File: src/logic/timer_pkg.sv
// Shared constants, field layouts and carrier types of the timer/counter.
package timer_pkg;

  localparam int ADDR_W = 8;
  localparam int DATA_W = 32;

  // Register byte offsets.
  localparam logic [ADDR_W-1:0] OFS_CTRL    = 8'h00;
  localparam logic [ADDR_W-1:0] OFS_TOP     = 8'h04;
  localparam logic [ADDR_W-1:0] OFS_COMPARE = 8'h08;
  localparam logic [ADDR_W-1:0] OFS_COUNT   = 8'h0c;
  localparam logic [ADDR_W-1:0] OFS_CAPTURE = 8'h10;
  localparam logic [ADDR_W-1:0] OFS_STATUS  = 8'h14;
  localparam logic [ADDR_W-1:0] OFS_MASK    = 8'h18;

  // Interrupt status and mask bit positions.
  localparam int EVT_W       = 3;
  localparam int EVT_OVERFLOW = 0;
  localparam int EVT_COMPARE  = 1;
  localparam int EVT_CAPTURE  = 2;

  // Control register layout, bit 10 down to bit 0.
  localparam int CTRL_W = 11;
  typedef struct packed {
    logic       rst_en;
    logic       wake_en;
    logic       cap_en;
    logic       down;
    logic       run;
    logic [2:0] prescale;
    logic       clk_sel;
    logic [1:0] mode;
  } ctrl_type;

  // Reset values; the top module takes them as its preload defaults.
  localparam logic [CTRL_W-1:0] CTRL_RESET    = 11'h440;
  localparam logic [15:0]       TOP_RESET     = 16'hffff;
  localparam logic [15:0]       COMPARE_RESET = 16'h8000;
  localparam logic [EVT_W-1:0]  MASK_RESET    = 3'h0;

  // Prescaler divide codes: by 1, 8, 64, 256, 1024.
  localparam int PRE_W = 10;
  localparam logic [2:0] PRE_DIV1    = 3'h0;
  localparam logic [2:0] PRE_DIV8    = 3'h1;
  localparam logic [2:0] PRE_DIV64   = 3'h2;
  localparam logic [2:0] PRE_DIV256  = 3'h3;

  localparam logic [1:0] RESP_OKAY   = 2'h0;
  localparam logic [1:0] RESP_SLVERR = 2'h2;

  typedef enum logic [1:0] {
    MODE_WATCHDOG,
    MODE_CLEAR_ON_MATCH,
    MODE_FAST_PWM,
    MODE_PHASE_FREQ_PWM
  } mode_type;

  typedef struct packed {
    logic              awvalid;
    logic [ADDR_W-1:0] awaddr;
    logic              wvalid;
    logic [DATA_W-1:0] wdata;
    logic [3:0]        wstrb;
    logic              bready;
    logic              arvalid;
    logic [ADDR_W-1:0] araddr;
    logic              rready;
  } axi_req_type;

  typedef struct packed {
    logic              awready;
    logic              wready;
    logic              bvalid;
    logic [1:0]        bresp;
    logic              arready;
    logic              rvalid;
    logic [DATA_W-1:0] rdata;
    logic [1:0]        rresp;
  } axi_rsp_type;

endpackage

File: src/logic/input_sync.sv
// Three-stage synchroniser with agreement filter and rising-edge output.
`timescale 1ns/10ps
`default_nettype none
module input_sync (
  input  wire logic aclk,
  input  wire logic aresetn,
  input  wire logic pin,
  output logic      level,
  output logic      rise
);

  typedef struct packed {
    logic s1;
    logic s2;
    logic s3;
    logic lvl;
  } sync_state_type;

  sync_state_type s_q;
  sync_state_type s_d;

  // The filtered level only follows once the second and third stages agree.
  always_comb begin
    s_d     = s_q;
    s_d.s1  = pin;
    s_d.s2  = s_q.s1;
    s_d.s3  = s_q.s2;
    if (s_q.s2 == s_q.s3) begin
      s_d.lvl = s_q.s2;
    end
  end

  always_ff @(posedge aclk) begin
    if (!aresetn) begin
      s_q <= '0;
    end else begin
      s_q <= s_d;
    end
  end

  assign level = s_q.lvl;
  assign rise  = !s_q.lvl && s_q.s2 && s_q.s3;

endmodule
`default_nettype wire

File: src/logic/hard_timer_counter_pwm.sv
// Hardened 16-bit timer/counter with compare, capture, PWM and AXI4-Lite registers.
// Notes on behaviour
// RULE1: Sixteen-bit counter counting up and down.
// RULE2: Watchdog, clear-on-match, fast PWM, phase-frequency PWM.
// RULE3: Selectable clock source through programmable prescaler.
// RULE4: Overflow, compare and capture raise interrupts.
// RULE5: One interrupt output; overflow flag without host.
// RULE6: Separate wake-up interrupt to standby controller.
// RULE7: Synchronised capture edge stores count, non-PWM; the code captures only while host_attached is high.
// RULE8: Compare match drives the waveform output.
// RULE9: Glitch-free PWM with programmable period.
// RULE10: Host reads and writes registers over bus.
// RULE11: Stand-alone operation from preloaded register values.
// RULE12: Reset pin enable preloaded, honoured always.
// RULE13: Counter reloads from bottom automatically.
// RULE14: Reset pin clears count, flags, output.
`timescale 1ns/10ps
`default_nettype none
module hard_timer_counter_pwm
  import timer_pkg::*;
#(
  parameter int                CNT_W        = 16,
  parameter logic [CTRL_W-1:0] CTRL_INIT    = CTRL_RESET,
  parameter logic [15:0]       TOP_INIT     = TOP_RESET,
  parameter logic [15:0]       COMPARE_INIT = COMPARE_RESET,
  parameter logic [EVT_W-1:0]  MASK_INIT    = MASK_RESET
) (
  input  wire logic                  aclk,
  input  wire logic                  aresetn,
  input  wire timer_pkg::axi_req_type axi_req,
  output timer_pkg::axi_rsp_type      axi_rsp,
  input  wire logic                  host_attached,
  input  wire logic                  timer_clock_in,
  input  wire logic                  timer_reset_low,
  input  wire logic                  capture_trigger_in,
  output logic [CNT_W-1:0]           count_value,
  output logic                       timer_wave_out,
  output logic                       timer_irq_out,
  output logic                       wake_irq_out
);

  import timer_pkg::*;

  typedef struct packed {
    axi_rsp_type       rsp;
    logic              aw_have;
    logic [ADDR_W-1:0] aw_addr;
    logic              w_have;
    logic [DATA_W-1:0] w_data;
    logic [3:0]        w_strb;
    ctrl_type          ctrl;
    logic [CNT_W-1:0]  top;
    logic [CNT_W-1:0]  cmp;
    logic [CNT_W-1:0]  top_act;
    logic [CNT_W-1:0]  cmp_act;
    logic [CNT_W-1:0]  cnt;
    logic [CNT_W-1:0]  cap;
    logic              dir_down;
    logic [PRE_W-1:0]  pre;
    logic [EVT_W-1:0]  status;
    logic [EVT_W-1:0]  mask;
    logic              wave;
    logic              irq;
    logic              wake;
  } state_type;

  state_type s_q;
  state_type s_d;

  logic clk_rise;
  logic cap_rise;
  logic rst_level;

  input_sync u_clk_sync (
    .aclk    (aclk),
    .aresetn (aresetn),
    .pin     (timer_clock_in),
    .level   (),
    .rise    (clk_rise)
  );

  input_sync u_cap_sync (
    .aclk    (aclk),
    .aresetn (aresetn),
    .pin     (capture_trigger_in),
    .level   (),
    .rise    (cap_rise)
  );

  // The reset pin enters inverted so the cleared synchroniser matches the idle pin.
  input_sync u_rst_sync (
    .aclk    (aclk),
    .aresetn (aresetn),
    .pin     (!timer_reset_low),
    .level   (rst_level),
    .rise    ()
  );

  // Returns {known, data}; unmapped offsets read as zero and are flagged.
  function automatic logic [DATA_W:0] reg_read(input logic [ADDR_W-1:0] a,
                                              input state_type s);
    logic [DATA_W:0] r;
    r = '0;
    r[DATA_W] = 1'b1;
    case (a)
      OFS_CTRL: begin
        r[CTRL_W-1:0] = s.ctrl;
      end
      OFS_TOP: begin
        r[CNT_W-1:0] = s.top;
      end
      OFS_COMPARE: begin
        r[CNT_W-1:0] = s.cmp;
      end
      OFS_COUNT: begin
        r[CNT_W-1:0] = s.cnt;
      end
      OFS_CAPTURE: begin
        r[CNT_W-1:0] = s.cap;
      end
      OFS_STATUS: begin
        r[EVT_W-1:0] = s.status;
      end
      OFS_MASK: begin
        r[EVT_W-1:0] = s.mask;
      end
      default: begin
        r[DATA_W] = 1'b0;
      end
    endcase
    return r;
  endfunction

  logic [DATA_W:0]   wr_old;
  logic [DATA_W:0]   rd_val;
  logic [DATA_W-1:0] bmask;
  logic [DATA_W-1:0] wr_val;
  logic              wr_go;
  logic [EVT_W-1:0]  ev_set;
  logic [EVT_W-1:0]  ev_clr;
  logic              cnt_load;
  logic [CNT_W-1:0]  cnt_load_val;
  logic              pwm;
  logic              tick;
  logic              src_edge;
  logic              rst_pin;
  logic [PRE_W-1:0]  pre_lim;
  logic [CNT_W-1:0]  wrap_end;
  logic [CNT_W-1:0]  nxt;
  mode_type          mode;

  always_comb begin
    s_d          = s_q;
    ev_set       = '0;
    ev_clr       = '0;
    cnt_load     = 1'b0;
    cnt_load_val = '0;
    tick         = 1'b0;
    nxt          = s_q.cnt;
    mode         = mode_type'(s_q.ctrl.mode); // [RULE2]
    pwm          = (mode == MODE_FAST_PWM) || (mode == MODE_PHASE_FREQ_PWM);

    // Write address and data are taken independently, in either order.
    if (axi_req.awvalid && s_q.rsp.awready) begin
      s_d.aw_have = 1'b1;
      s_d.aw_addr = axi_req.awaddr;
    end
    if (axi_req.wvalid && s_q.rsp.wready) begin
      s_d.w_have = 1'b1;
      s_d.w_data = axi_req.wdata;
      s_d.w_strb = axi_req.wstrb;
    end
    if (s_q.rsp.bvalid && axi_req.bready) begin
      s_d.rsp.bvalid = 1'b0;
    end

    for (int i = 0; i < 4; i++) begin
      bmask[i*8 +: 8] = {8{s_q.w_strb[i]}};
    end
    wr_old = reg_read(s_q.aw_addr, s_q);
    wr_val = (wr_old[DATA_W-1:0] & ~bmask) | (s_q.w_data & bmask);
    wr_go  = s_q.aw_have && s_q.w_have && !s_q.rsp.bvalid;

    if (wr_go) begin // [RULE10]
      s_d.aw_have    = 1'b0;
      s_d.w_have     = 1'b0;
      s_d.rsp.bvalid = 1'b1;
      s_d.rsp.bresp  = wr_old[DATA_W] ? RESP_OKAY : RESP_SLVERR;
      case (s_q.aw_addr)
        OFS_CTRL: begin
          s_d.ctrl = ctrl_type'(wr_val[CTRL_W-1:0]);
        end
        OFS_TOP: begin
          s_d.top = wr_val[CNT_W-1:0]; // [RULE9]
        end
        OFS_COMPARE: begin
          s_d.cmp = wr_val[CNT_W-1:0];
        end
        OFS_COUNT: begin
          cnt_load     = 1'b1;
          cnt_load_val = wr_val[CNT_W-1:0];
        end
        OFS_STATUS: begin
          ev_clr = s_q.w_data[EVT_W-1:0] & bmask[EVT_W-1:0];
        end
        OFS_MASK: begin
          s_d.mask = wr_val[EVT_W-1:0];
        end
        default: begin
          s_d.rsp.bresp = RESP_SLVERR;
        end
      endcase
    end

    if (s_q.rsp.rvalid && axi_req.rready) begin
      s_d.rsp.rvalid = 1'b0;
    end
    rd_val = reg_read(axi_req.araddr, s_q);
    if (axi_req.arvalid && s_q.rsp.arready) begin // [RULE10]
      s_d.rsp.rvalid = 1'b1;
      s_d.rsp.rdata  = rd_val[DATA_W-1:0];
      s_d.rsp.rresp  = rd_val[DATA_W] ? RESP_OKAY : RESP_SLVERR;
    end

    // Clock source is the system clock or the synchronised pin edge.
    src_edge = s_q.ctrl.clk_sel ? clk_rise : 1'b1; // [RULE3]
    case (s_q.ctrl.prescale)
      PRE_DIV1: begin
        pre_lim = 10'h000;
      end
      PRE_DIV8: begin
        pre_lim = 10'h007;
      end
      PRE_DIV64: begin
        pre_lim = 10'h03f;
      end
      PRE_DIV256: begin
        pre_lim = 10'h0ff;
      end
      default: begin
        pre_lim = 10'h3ff;
      end
    endcase
    if (s_q.ctrl.run && src_edge) begin // [RULE3]
      if (s_q.pre >= pre_lim) begin
        s_d.pre = '0;
        tick    = 1'b1;
      end else begin
        s_d.pre = s_q.pre + 1'b1;
      end
    end

    // Outside PWM the active limits follow the registers at once.
    if (!pwm) begin
      s_d.top_act = s_q.top;
      s_d.cmp_act = s_q.cmp;
    end
    wrap_end = (mode == MODE_CLEAR_ON_MATCH) ? s_q.cmp : s_q.top;

    if (tick) begin
      if (tick && s_q.cnt == s_q.cmp_act) begin
        ev_set[EVT_COMPARE] = 1'b1; // [RULE4]
      end
      case (mode)
        MODE_WATCHDOG, MODE_CLEAR_ON_MATCH: begin
          if (s_q.ctrl.down) begin // [RULE1]
            if (s_q.cnt == '0) begin
              nxt = wrap_end; // [RULE13]
              ev_set[EVT_OVERFLOW] = (mode == MODE_WATCHDOG);
            end else begin
              nxt = s_q.cnt - 1'b1;
            end
          end else if (s_q.cnt == wrap_end) begin
            nxt = '0; // [RULE13]
            ev_set[EVT_OVERFLOW] = (mode == MODE_WATCHDOG);
          end else begin
            nxt = s_q.cnt + 1'b1;
          end
          if (s_q.cnt == s_q.cmp_act) begin
            s_d.wave = !s_q.wave; // [RULE8]
          end
        end
        MODE_FAST_PWM: begin
          if (s_q.cnt >= s_q.top_act) begin
            nxt = '0; // [RULE13]
            ev_set[EVT_OVERFLOW] = 1'b1;
            s_d.top_act = s_q.top; // [RULE9]
            s_d.cmp_act = s_q.cmp;
          end else begin
            nxt = s_q.cnt + 1'b1;
          end
        end
        default: begin
          if (!s_q.dir_down) begin // [RULE1]
            if (s_q.cnt >= s_q.top_act) begin
              s_d.dir_down = (s_q.top_act != '0);
              nxt = (s_q.top_act == '0) ? '0 : s_q.top_act - 1'b1;
            end else begin
              nxt = s_q.cnt + 1'b1;
            end
          end else if (s_q.cnt == '0) begin
            s_d.dir_down = 1'b0; // [RULE13]
            ev_set[EVT_OVERFLOW] = 1'b1;
            s_d.top_act = s_q.top; // [RULE9]
            s_d.cmp_act = s_q.cmp;
            nxt = (s_q.top == '0) ? '0 : {{(CNT_W-1){1'b0}}, 1'b1};
          end else begin
            nxt = s_q.cnt - 1'b1;
          end
        end
      endcase
      // Registered comparison keeps the PWM edge free of glitches.
      if (pwm) begin
        s_d.wave = (nxt < s_d.cmp_act); // [RULE8] [RULE9]
      end
      s_d.cnt = nxt;
    end

    if (!pwm) begin
      s_d.dir_down = 1'b0;
    end

    if (cap_rise && host_attached && s_q.ctrl.cap_en && !pwm) begin
      s_d.cap = s_q.cnt; // [RULE7]
      ev_set[EVT_CAPTURE] = 1'b1; // [RULE4]
    end

    // A bus write of the count wins over a tick in the same cycle.
    if (cnt_load) begin
      s_d.cnt = cnt_load_val;
    end

    // A hardware event in the clearing cycle survives the clear.
    s_d.status = (s_q.status & ~ev_clr) | ev_set; // [RULE4]

    rst_pin = s_q.ctrl.rst_en && rst_level; // [RULE12]
    if (rst_pin) begin // [RULE14]
      s_d.cnt      = '0;
      s_d.pre      = '0;
      s_d.dir_down = 1'b0;
      s_d.status   = '0;
      s_d.wave     = 1'b0;
      s_d.cap      = '0;
    end

    s_d.irq  = host_attached ? |(s_d.status & s_d.mask)
                             : s_d.status[EVT_OVERFLOW]; // [RULE5] [RULE11]
    s_d.wake = s_d.ctrl.wake_en && |s_d.status; // [RULE6]

    s_d.rsp.awready = !s_d.aw_have && !s_d.rsp.bvalid;
    s_d.rsp.wready  = !s_d.w_have && !s_d.rsp.bvalid;
    s_d.rsp.arready = !s_d.rsp.rvalid;
  end

  always_ff @(posedge aclk) begin
    if (!aresetn) begin
      s_q         <= '0;
      s_q.ctrl    <= ctrl_type'(CTRL_INIT); // [RULE11] [RULE12]
      s_q.top     <= TOP_INIT;
      s_q.cmp     <= COMPARE_INIT;
      s_q.top_act <= TOP_INIT;
      s_q.cmp_act <= COMPARE_INIT;
      s_q.mask    <= MASK_INIT;
    end else begin
      s_q <= s_d;
    end
  end

  assign axi_rsp        = s_q.rsp;
  assign count_value    = s_q.cnt;
  assign timer_wave_out = s_q.wave;
  assign timer_irq_out  = s_q.irq;
  assign wake_irq_out   = s_q.wake;

endmodule
`default_nettype wire

File: config.mk
export PLATFORM = sky130hd
export DESIGN_NAME = hard_timer_counter_pwm
export DESIGN_NICKNAME = d
export VERILOG_FILES = /design/src/logic/timer_pkg.sv /design/src/logic/input_sync.sv /design/src/logic/hard_timer_counter_pwm.sv
export SDC_FILE = /design/constraint.sdc
export NUM_CORES = 1
export LEC_CHECK = 0
export ABC_AREA = 1
export BUFFER_PORTS_ARGS = -buffer_cell sky130_fd_sc_hd__buf_2
export CORE_MARGIN = 2
export CORE_UTILIZATION = 45
export CTS_BUF_LIST = sky130_fd_sc_hd__clkbuf_4 sky130_fd_sc_hd__clkbuf_8
export DETAILED_ROUTE_END_ITERATION = 12
export HOLD_SLACK_MARGIN = 0.02
export PLACE_DENSITY = 0.62
export SLEW_MARGIN = 30
export SYNTH_ARGS = -nofsm -noshare
export SYNTH_HDL_FRONTEND = slang
export SYNTH_SLANG_ARGS = --single-unit
File: constraint.sdc
create_clock -name aclk -period 4.38 [get_ports aclk]
set_clock_uncertainty 0.1 [all_clocks]
set_input_delay 0.219 -clock aclk [delete_from_list [all_inputs] [get_ports aclk]]
set_output_delay 0.219 -clock aclk [all_outputs]
set_load 0.02 [all_outputs]
==> results of run 1 <==
## layout make-up
type / instances / area, um^2 / share of cell area
clock buffer: 20 / 263 / 0.0186
inverter: 234 / 886 / 0.0629
tap: 378 / 473 / 0.0336
sequential: 190 / 3800 / 0.270
clock inverter: 11 / 109 / 0.00772
multi-input combinational: 1371 / 7380 / 0.523
timing repair buffer: 175 / 1180 / 0.0839
## worst max-delay path, stage by stage, from the launching register on
cell and delay [ns]:
dfxtp_1 0.71, ha_1 0.25, nand2_1 0.05, inv_1 0.06, nand2_1 0.06, nor2_1 0.11
nor2_1 0.05, nand2_1 0.07, nand2_1 0.10, nand2_2 0.09, inv_2 0.10, nor2_4 0.25
inv_2 0.15, a21oi_1 0.15, o31ai_1 0.08, a21oi_1 0.30, ha_1 0.31, a21oi_1 0.15
nor2_1 0.05, a211oi_1 0.23, o221ai_1 0.14, nor2_1 0.13, nand2_1 0.07, a21oi_1 0.11
## worst paths after layout
kind / start / endpoint / slack (ns) / cells after the start
worst max-delay path: count_value[7] / timer_wave_out / 0.43 / 23
worst min-delay path: axi_req[56] / s_q[167] / 0.20 / 3
worst max register to register: count_value[7] / timer_wave_out / 0.43 / 23
worst min register to register: u_rst_sync.s_d[2] / u_rst_sync.s_d[1] / 0.32 / 2
## metal layers
| metal | wire (um) | share of wire |
|---|---|---|
| met3 | 5220 | 0.11 |
| met5 | 12 | 0.00025 |
| met4 | 1910 | 0.039 |
| met1 | 20600 | 0.42 |
| met2 | 20800 | 0.43 |
## cells by family (layout without fill, tap and decap cells)
| family | count (synthesis) | in the layout | synth area share |
|---|---|---|---|
| compound gates | 581 | 581 | 0.259 |
| xor+xnor | 50 | 50 | 0.0340 |
| fa+ha+maj | 46 | 46 | 0.0447 |
| buf+inv | 388 | 440 | 0.137 |
| flops | 190 | 190 | 0.295 |
| other cells | 1 | 18 | 0.000291 |
| simple gates | 676 | 676 | 0.230 |
## synth_stat cells, drive strengths merged
cell | n | area, um^2
a2111oi | 6 | 52.6
a211o | 4 | 35.0
a211oi | 6 | 45.0
a21boi | 7 | 52.6
a21oi | 196 | 988
a221oi | 2 | 17.5
a22oi | 5 | 37.5
a31oi | 7 | 43.8
a32oi | 1 | 8.76
and2 | 3 | 18.8
and3 | 1 | 6.26
buf | 91 | 644
clkbuf | 63 | 238
clkinv | 8 | 30.0
conb | 1 | 3.75
dfxtp | 190 | 3800
ha | 46 | 576
inv | 226 | 856
nand2 | 308 | 1190
nand3 | 106 | 571
nand3b | 2 | 15.0
nand4 | 23 | 144
nor2 | 187 | 744
nor3 | 32 | 180
nor3b | 2 | 15.0
nor4 | 8 | 50.1
o2111ai | 1 | 8.76
o211a | 1 | 10.0
o211ai | 17 | 128
o21a | 6 | 45.0
o21ai | 219 | 1110
o221a | 6 | 67.6
o221ai | 14 | 123
o22ai | 65 | 407
o311ai | 3 | 26.3
o31ai | 5 | 37.5
o32ai | 6 | 52.6
o41ai | 4 | 35.0
or2 | 2 | 12.5
or3 | 1 | 6.26
or3b | 1 | 8.76
xnor2 | 14 | 123
xor2 | 36 | 315
## where the power goes
group | total [mW] | switching [mW] | leakage, nW | internal [mW]
clock | 1.16 | 0.723 | 0.182 | 0.436
combinational | 0.964 | 0.664 | 4.75 | 0.301
sequential | 1.84 | 0.0540 | 1.54 | 1.79
total | 3.96 | 1.44 | 6.48 | 2.52
## sequential cells by signal, indices dropped and copies added, names as in the netlist, 2 cells and up
name            cells
axi_rsp            23
bmask               2
count_value        16
mode                2
s_q               132
u_cap_sync.s_d      2
u_clk_sync.s_d      2
u_rst_sync.s_d      2
==> out/qor.yml, run 1 <==
yosys:
  synth.avg_cell_area_um2: 6.67
  seq_area_frac_synth: 0.295
  ys_warn_count: 0
  yosys_register_bits: 190
  ys_types: 61
  synth_area_mm2: 0.0129
  syn_inst: 1932
clocking:
  cts_tree: "built"
  clock-root-buffer: "clkbuf_8"
  postCtsHoldBufs: 32
  post_cts_buffers: 0
  cts_buffers: 17
  cts.reportedPaths.clkPinSlew_ns: 0.11
  cts-htree-levels: 4
  cts_buffer_depth: 2
  cts_resized: 0
  clk_latency_ns: 0.50
  cts.sinks: 190
route:
  remaining_drc_errors: 0
  vias: 13800
  wl_per_cell_um: 20.4
  dr.pass1.iters: 6
  antenna_left: 0
  viasPerCell: 5.81
  drtIter0Drc: 1908
  wl_um: 48600
hold_path:
  hold_class: "primary input to flip-flop"
place:
  numPortBuffers: 86
  dp_cells: 2316
  placed_area_mm2: 0.0134
  dp_hpwl_um: 36100
  gp_congestion: 0.963
  post-place-ws_ns: 0.573
worst_setup_path:
  cp-end-kind: "flip-flop"
  crit_type: "flip-flop to flip-flop"
  path_max_fanout: 9
  cp-start-kind: "flip-flop"
  cp.required_ns: 4.71
  cp_data_arrival_time_ns: 4.28
sta:
  finalSetupViolCount: 0
  finalCriticalPeriod_ns: 3.95
  rsz0062_at_grt: "false"
  max_freq_mhz: 253
  post-route-period-util: 0.901
  slew_headroom: 0.364
  setup_slack_ns: 0.432
  hold_violations: 0
  worst_slew_pin_slew_ns: 0.951
  tns_ns: 0
  final_max_slew_viol_count: 0
  hold_slack_ns: 0.199
pwr:
  irDropWorstVdd_mv: 0.324
  power_density_mw_per_mm2: 281
  power.static_leakage_nw: 6.48
  total_power_mw: 3.96
finish:
  n_fill_cell: 2877
  drive_gt1_frac: 0.114
  layoutNonFillerInstCount: 2379
  layout.nets: 2098
  diodes: 0
  final_util: 0.503
  final_cell_mix: "nand2_1 (298), inv_1 (214), o21ai_0 (200)"
  finish.instance_area_mm2: 0.0141
  mostFrequentLayoutCell: "nand2_1"
  syn_to_final_growth_pct: 9.39
global_route:
  use_met3: 0.0690
  grtUsageMet1: 0.432
  use_met2: 0.492
  grt_max_degree: 80
  grt_pass1_vias: 12500
  grtUsageTotal: 0.319
  grt_overflow: 0
  gr-max-usage-layer: "met2"
  grt_pass1_wl_um: 73900
  grt_antenna_before_repair: 1
die:
  ios: 123
  std_cell_rows: 61
  core-area_mm2: 0.0280
  start_util: 0.460
  fp.dieW_um: 173
  fp.dieH_um: 173
  die_area_mm2: 0.0300
flow_run:
  drv_cap: 0
run_status:
  status: "finished, final reports clean"
No activity file was read; power rests on OpenSTA's default activity.
==> inputs of run 2 (changes only) <==
Clock period 4.38 ns to 3.9 ns, I/O delays scaled along.
==> run 2 against run 1 <==
  * Worst setup slack got worse by 0.22 ns
  * Critical endpoint unchanged
  * Count of clock-buffer cells in the layout down 2
  * Sequential power is 12% higher
  * Sequential share of layout area shrank 0.48 points
  * Cell area grew 2.0%
  * Routed wire length rose by 2.6%
==> out/qor.yml, run 2 (synthesis results as in run 1) <==
finish:
  mostFrequentLayoutCell: "nand2_1"
  layout.nets: 2120  # +1.0%
  drive_gt1_frac: 0.130  # +0.0160
  diodes: 0  # unchanged
  regMostFlops: "s_q"
  final_util: 0.513  # +0.00987
  final_cell_mix: "nand2_1 (298), inv_1 (214), o21ai_0 (200)"
  syn_to_final_growth_pct: 11.5
  layoutNonFillerInstCount: 2402  # +0.97%
  n_fill_cell: 2891  # +0.49%
  finish.instance_area_mm2: 0.0144  # +2.0%
  largest_register_ff_count: 132  # unchanged
pwr:
  irDropWorstVdd_mv: 0.283  # -13%
  power_density_mw_per_mm2: 317  # +13%
  power.static_leakage_nw: 6.62  # +2.2%
clocking:
  post_cts_buffers: 0  # unchanged
  clk_latency_ns: 0.50  # about the same
  cts.sinks: 190  # unchanged
  cts_tree: "built"
  cts_buffers: 17  # unchanged
  cts-htree-levels: 4  # unchanged
  cts.reportedPaths.clkPinSlew_ns: 0.12  # about the same
  clock-root-buffer: "clkbuf_8"
  cts_buffer_depth: 2  # unchanged
run_status:
  status: "finished, final reports clean"
global_route:
  grt_max_degree: 80  # unchanged
  grt_pass1_vias: 12600  # +0.52%
  grtUsageTotal: 0.324  # +0.00539
  grt_antenna_before_repair: 0  # -1
  grt_overflow: 0  # unchanged
  grt_pass1_wl_um: 75300  # +2.0%
sta:
  finalSetupViolCount: 0  # unchanged
  slew_headroom: 0.410  # +0.0462
  final_max_slew_viol_count: 0  # unchanged
  tns_ns: 0  # unchanged
  max_freq_mhz: 271  # +7.1%
  hold_violations: 0  # unchanged
  worst_slew_pin_slew_ns: 0.862  # -0.0886 ns
  post-route-period-util: 0.945  # +0.0441
  finalCriticalPeriod_ns: 3.69  # -0.261 ns
  hold_slack_ns: 0.174  # -0.0255 ns
  rsz0062_at_grt: "false"
worst_setup_path:
  crit_type: "flip-flop to flip-flop"
  cp-start-kind: "flip-flop"
  path_max_fanout: 15  # +6
  r2r_slack_ns: 0.21  # -0.22 ns
  cp_data_arrival_time_ns: 4.01  # -0.27 ns
  cp-end-kind: "flip-flop"
  cp.required_ns: 4.23  # -0.48 ns
place:
  numPortBuffers: 86  # unchanged
  gp_congestion: 0.990  # +2.7%
  placed_area_mm2: 0.0136  # +1.3%
  dp_cells: 2338  # +0.95%
  dp_hpwl_um: 37400  # +3.5%
hold_path:
  hold_class: "primary input to flip-flop"
route:
  wl_um: 49900  # +2.6%
  wl_per_cell_um: 20.8  # +1.7%
  viasPerCell: 5.82  # about the same
  drtIter0Drc: 1595  # -16%
  vias: 14000  # +1.0%
  remaining_drc_errors: 0  # unchanged
  dr.pass1.iters: 6  # unchanged
  antenna_left: 0  # unchanged
die:
  ios: 123  # unchanged
  die_area_mm2: 0.0300  # unchanged
  core-area_mm2: 0.0280  # unchanged
  std_cell_rows: 61  # unchanged
  fp.dieW_um: 173  # unchanged
  fp.dieH_um: 173  # unchanged
  start_util: 0.460  # unchanged
flow_run:
  drv_cap: 0  # unchanged
run 2: changes by cell type in the layout (fill, tap and decap cells not counted), sizes merged:
cell,before,now
inv,229,234
buf,143,165
clkinv,13,14
clkbuf,20,18
clkinvlp,3,0
run 2: area by class of cell:
class	count	area, um^2	area share
timing repair buffer	197	1370	0.0952
inverter	234	886	0.0616
tap	378	473	0.0329
sequential	190	3810	0.265
clock inverter	14	169	0.0118
multi-input combinational	1371	7420	0.517
clock buffer	18	241	0.0168
run 2: path summary, 6_finish.rpt:
kind / startpoint / endpoint / depth (start not counted)
max: count_value[0] / timer_wave_out / 19
min: axi_req[56] / s_q[168] / 3
max reg2reg: count_value[0] / timer_wave_out / 19
min reg2reg: u_rst_sync.s_d[2] / u_rst_sync.s_d[1] / 2
run 2: repair_timing:
action | in CTS | in global routing
resized for setup | 0 | 17
setup endpoints to repair | 0 | 1
endpoints found under the hold margin | 35 | 0
hold buffers | 32 | 0
run 2: metrics by stage:
| stage | setup WS (ns) | power, mW |
|---|---|---|
| 2_1_floorplan | 0.592 | 2.82 |
| 4_1_cts | 0.208 | 4.52 |
| 5_1_grt | 0.00204 | 4.74 |
| 3_3_place_gp | 0.340 | 3.14 |
| 6_report | 0.213 | 4.55 |
| 3_5_place_dp | 0.250 | 3.14 |
run 2: metal layers:
| metal | GRT usage | routed length [um] | part of all wire |
|---|---|---|---|
| met3 | 0.0572 | 5150 | 0.10 |
| met4 | 0.124 | 1760 | 0.035 |
| met2 | 0.503 | 21700 | 0.44 |
| met5 | 0 | 0 | 0 |
| met1 | 0.449 | 21200 | 0.43 |
run 2: critical path, cell delays in order, from the launching register on:
cell	delay, ns
dfxtp_1	0.34
inv_2	0.13
ha_1	0.23
nand3_2	0.15
nor2_4	0.16
nand2_2	0.10
nor2_4	0.17
nand3_4	0.17
nand2_4	0.18
nand2_2	0.28
buf_4	0.26
o21ai_0	0.30
ha_1	0.30
nand2_1	0.08
nor2_1	0.05
a211oi_1	0.20
nand2_1	0.17
nand2_1	0.09
nand2_1	0.05
a21oi_1	0.11
run 2: report_power, final:
group          switching [mW]  total, mW  internal [mW]
Combinational           0.748       1.10          0.354
Clock                   0.881       1.38          0.497
Sequential             0.0605       2.07           2.01
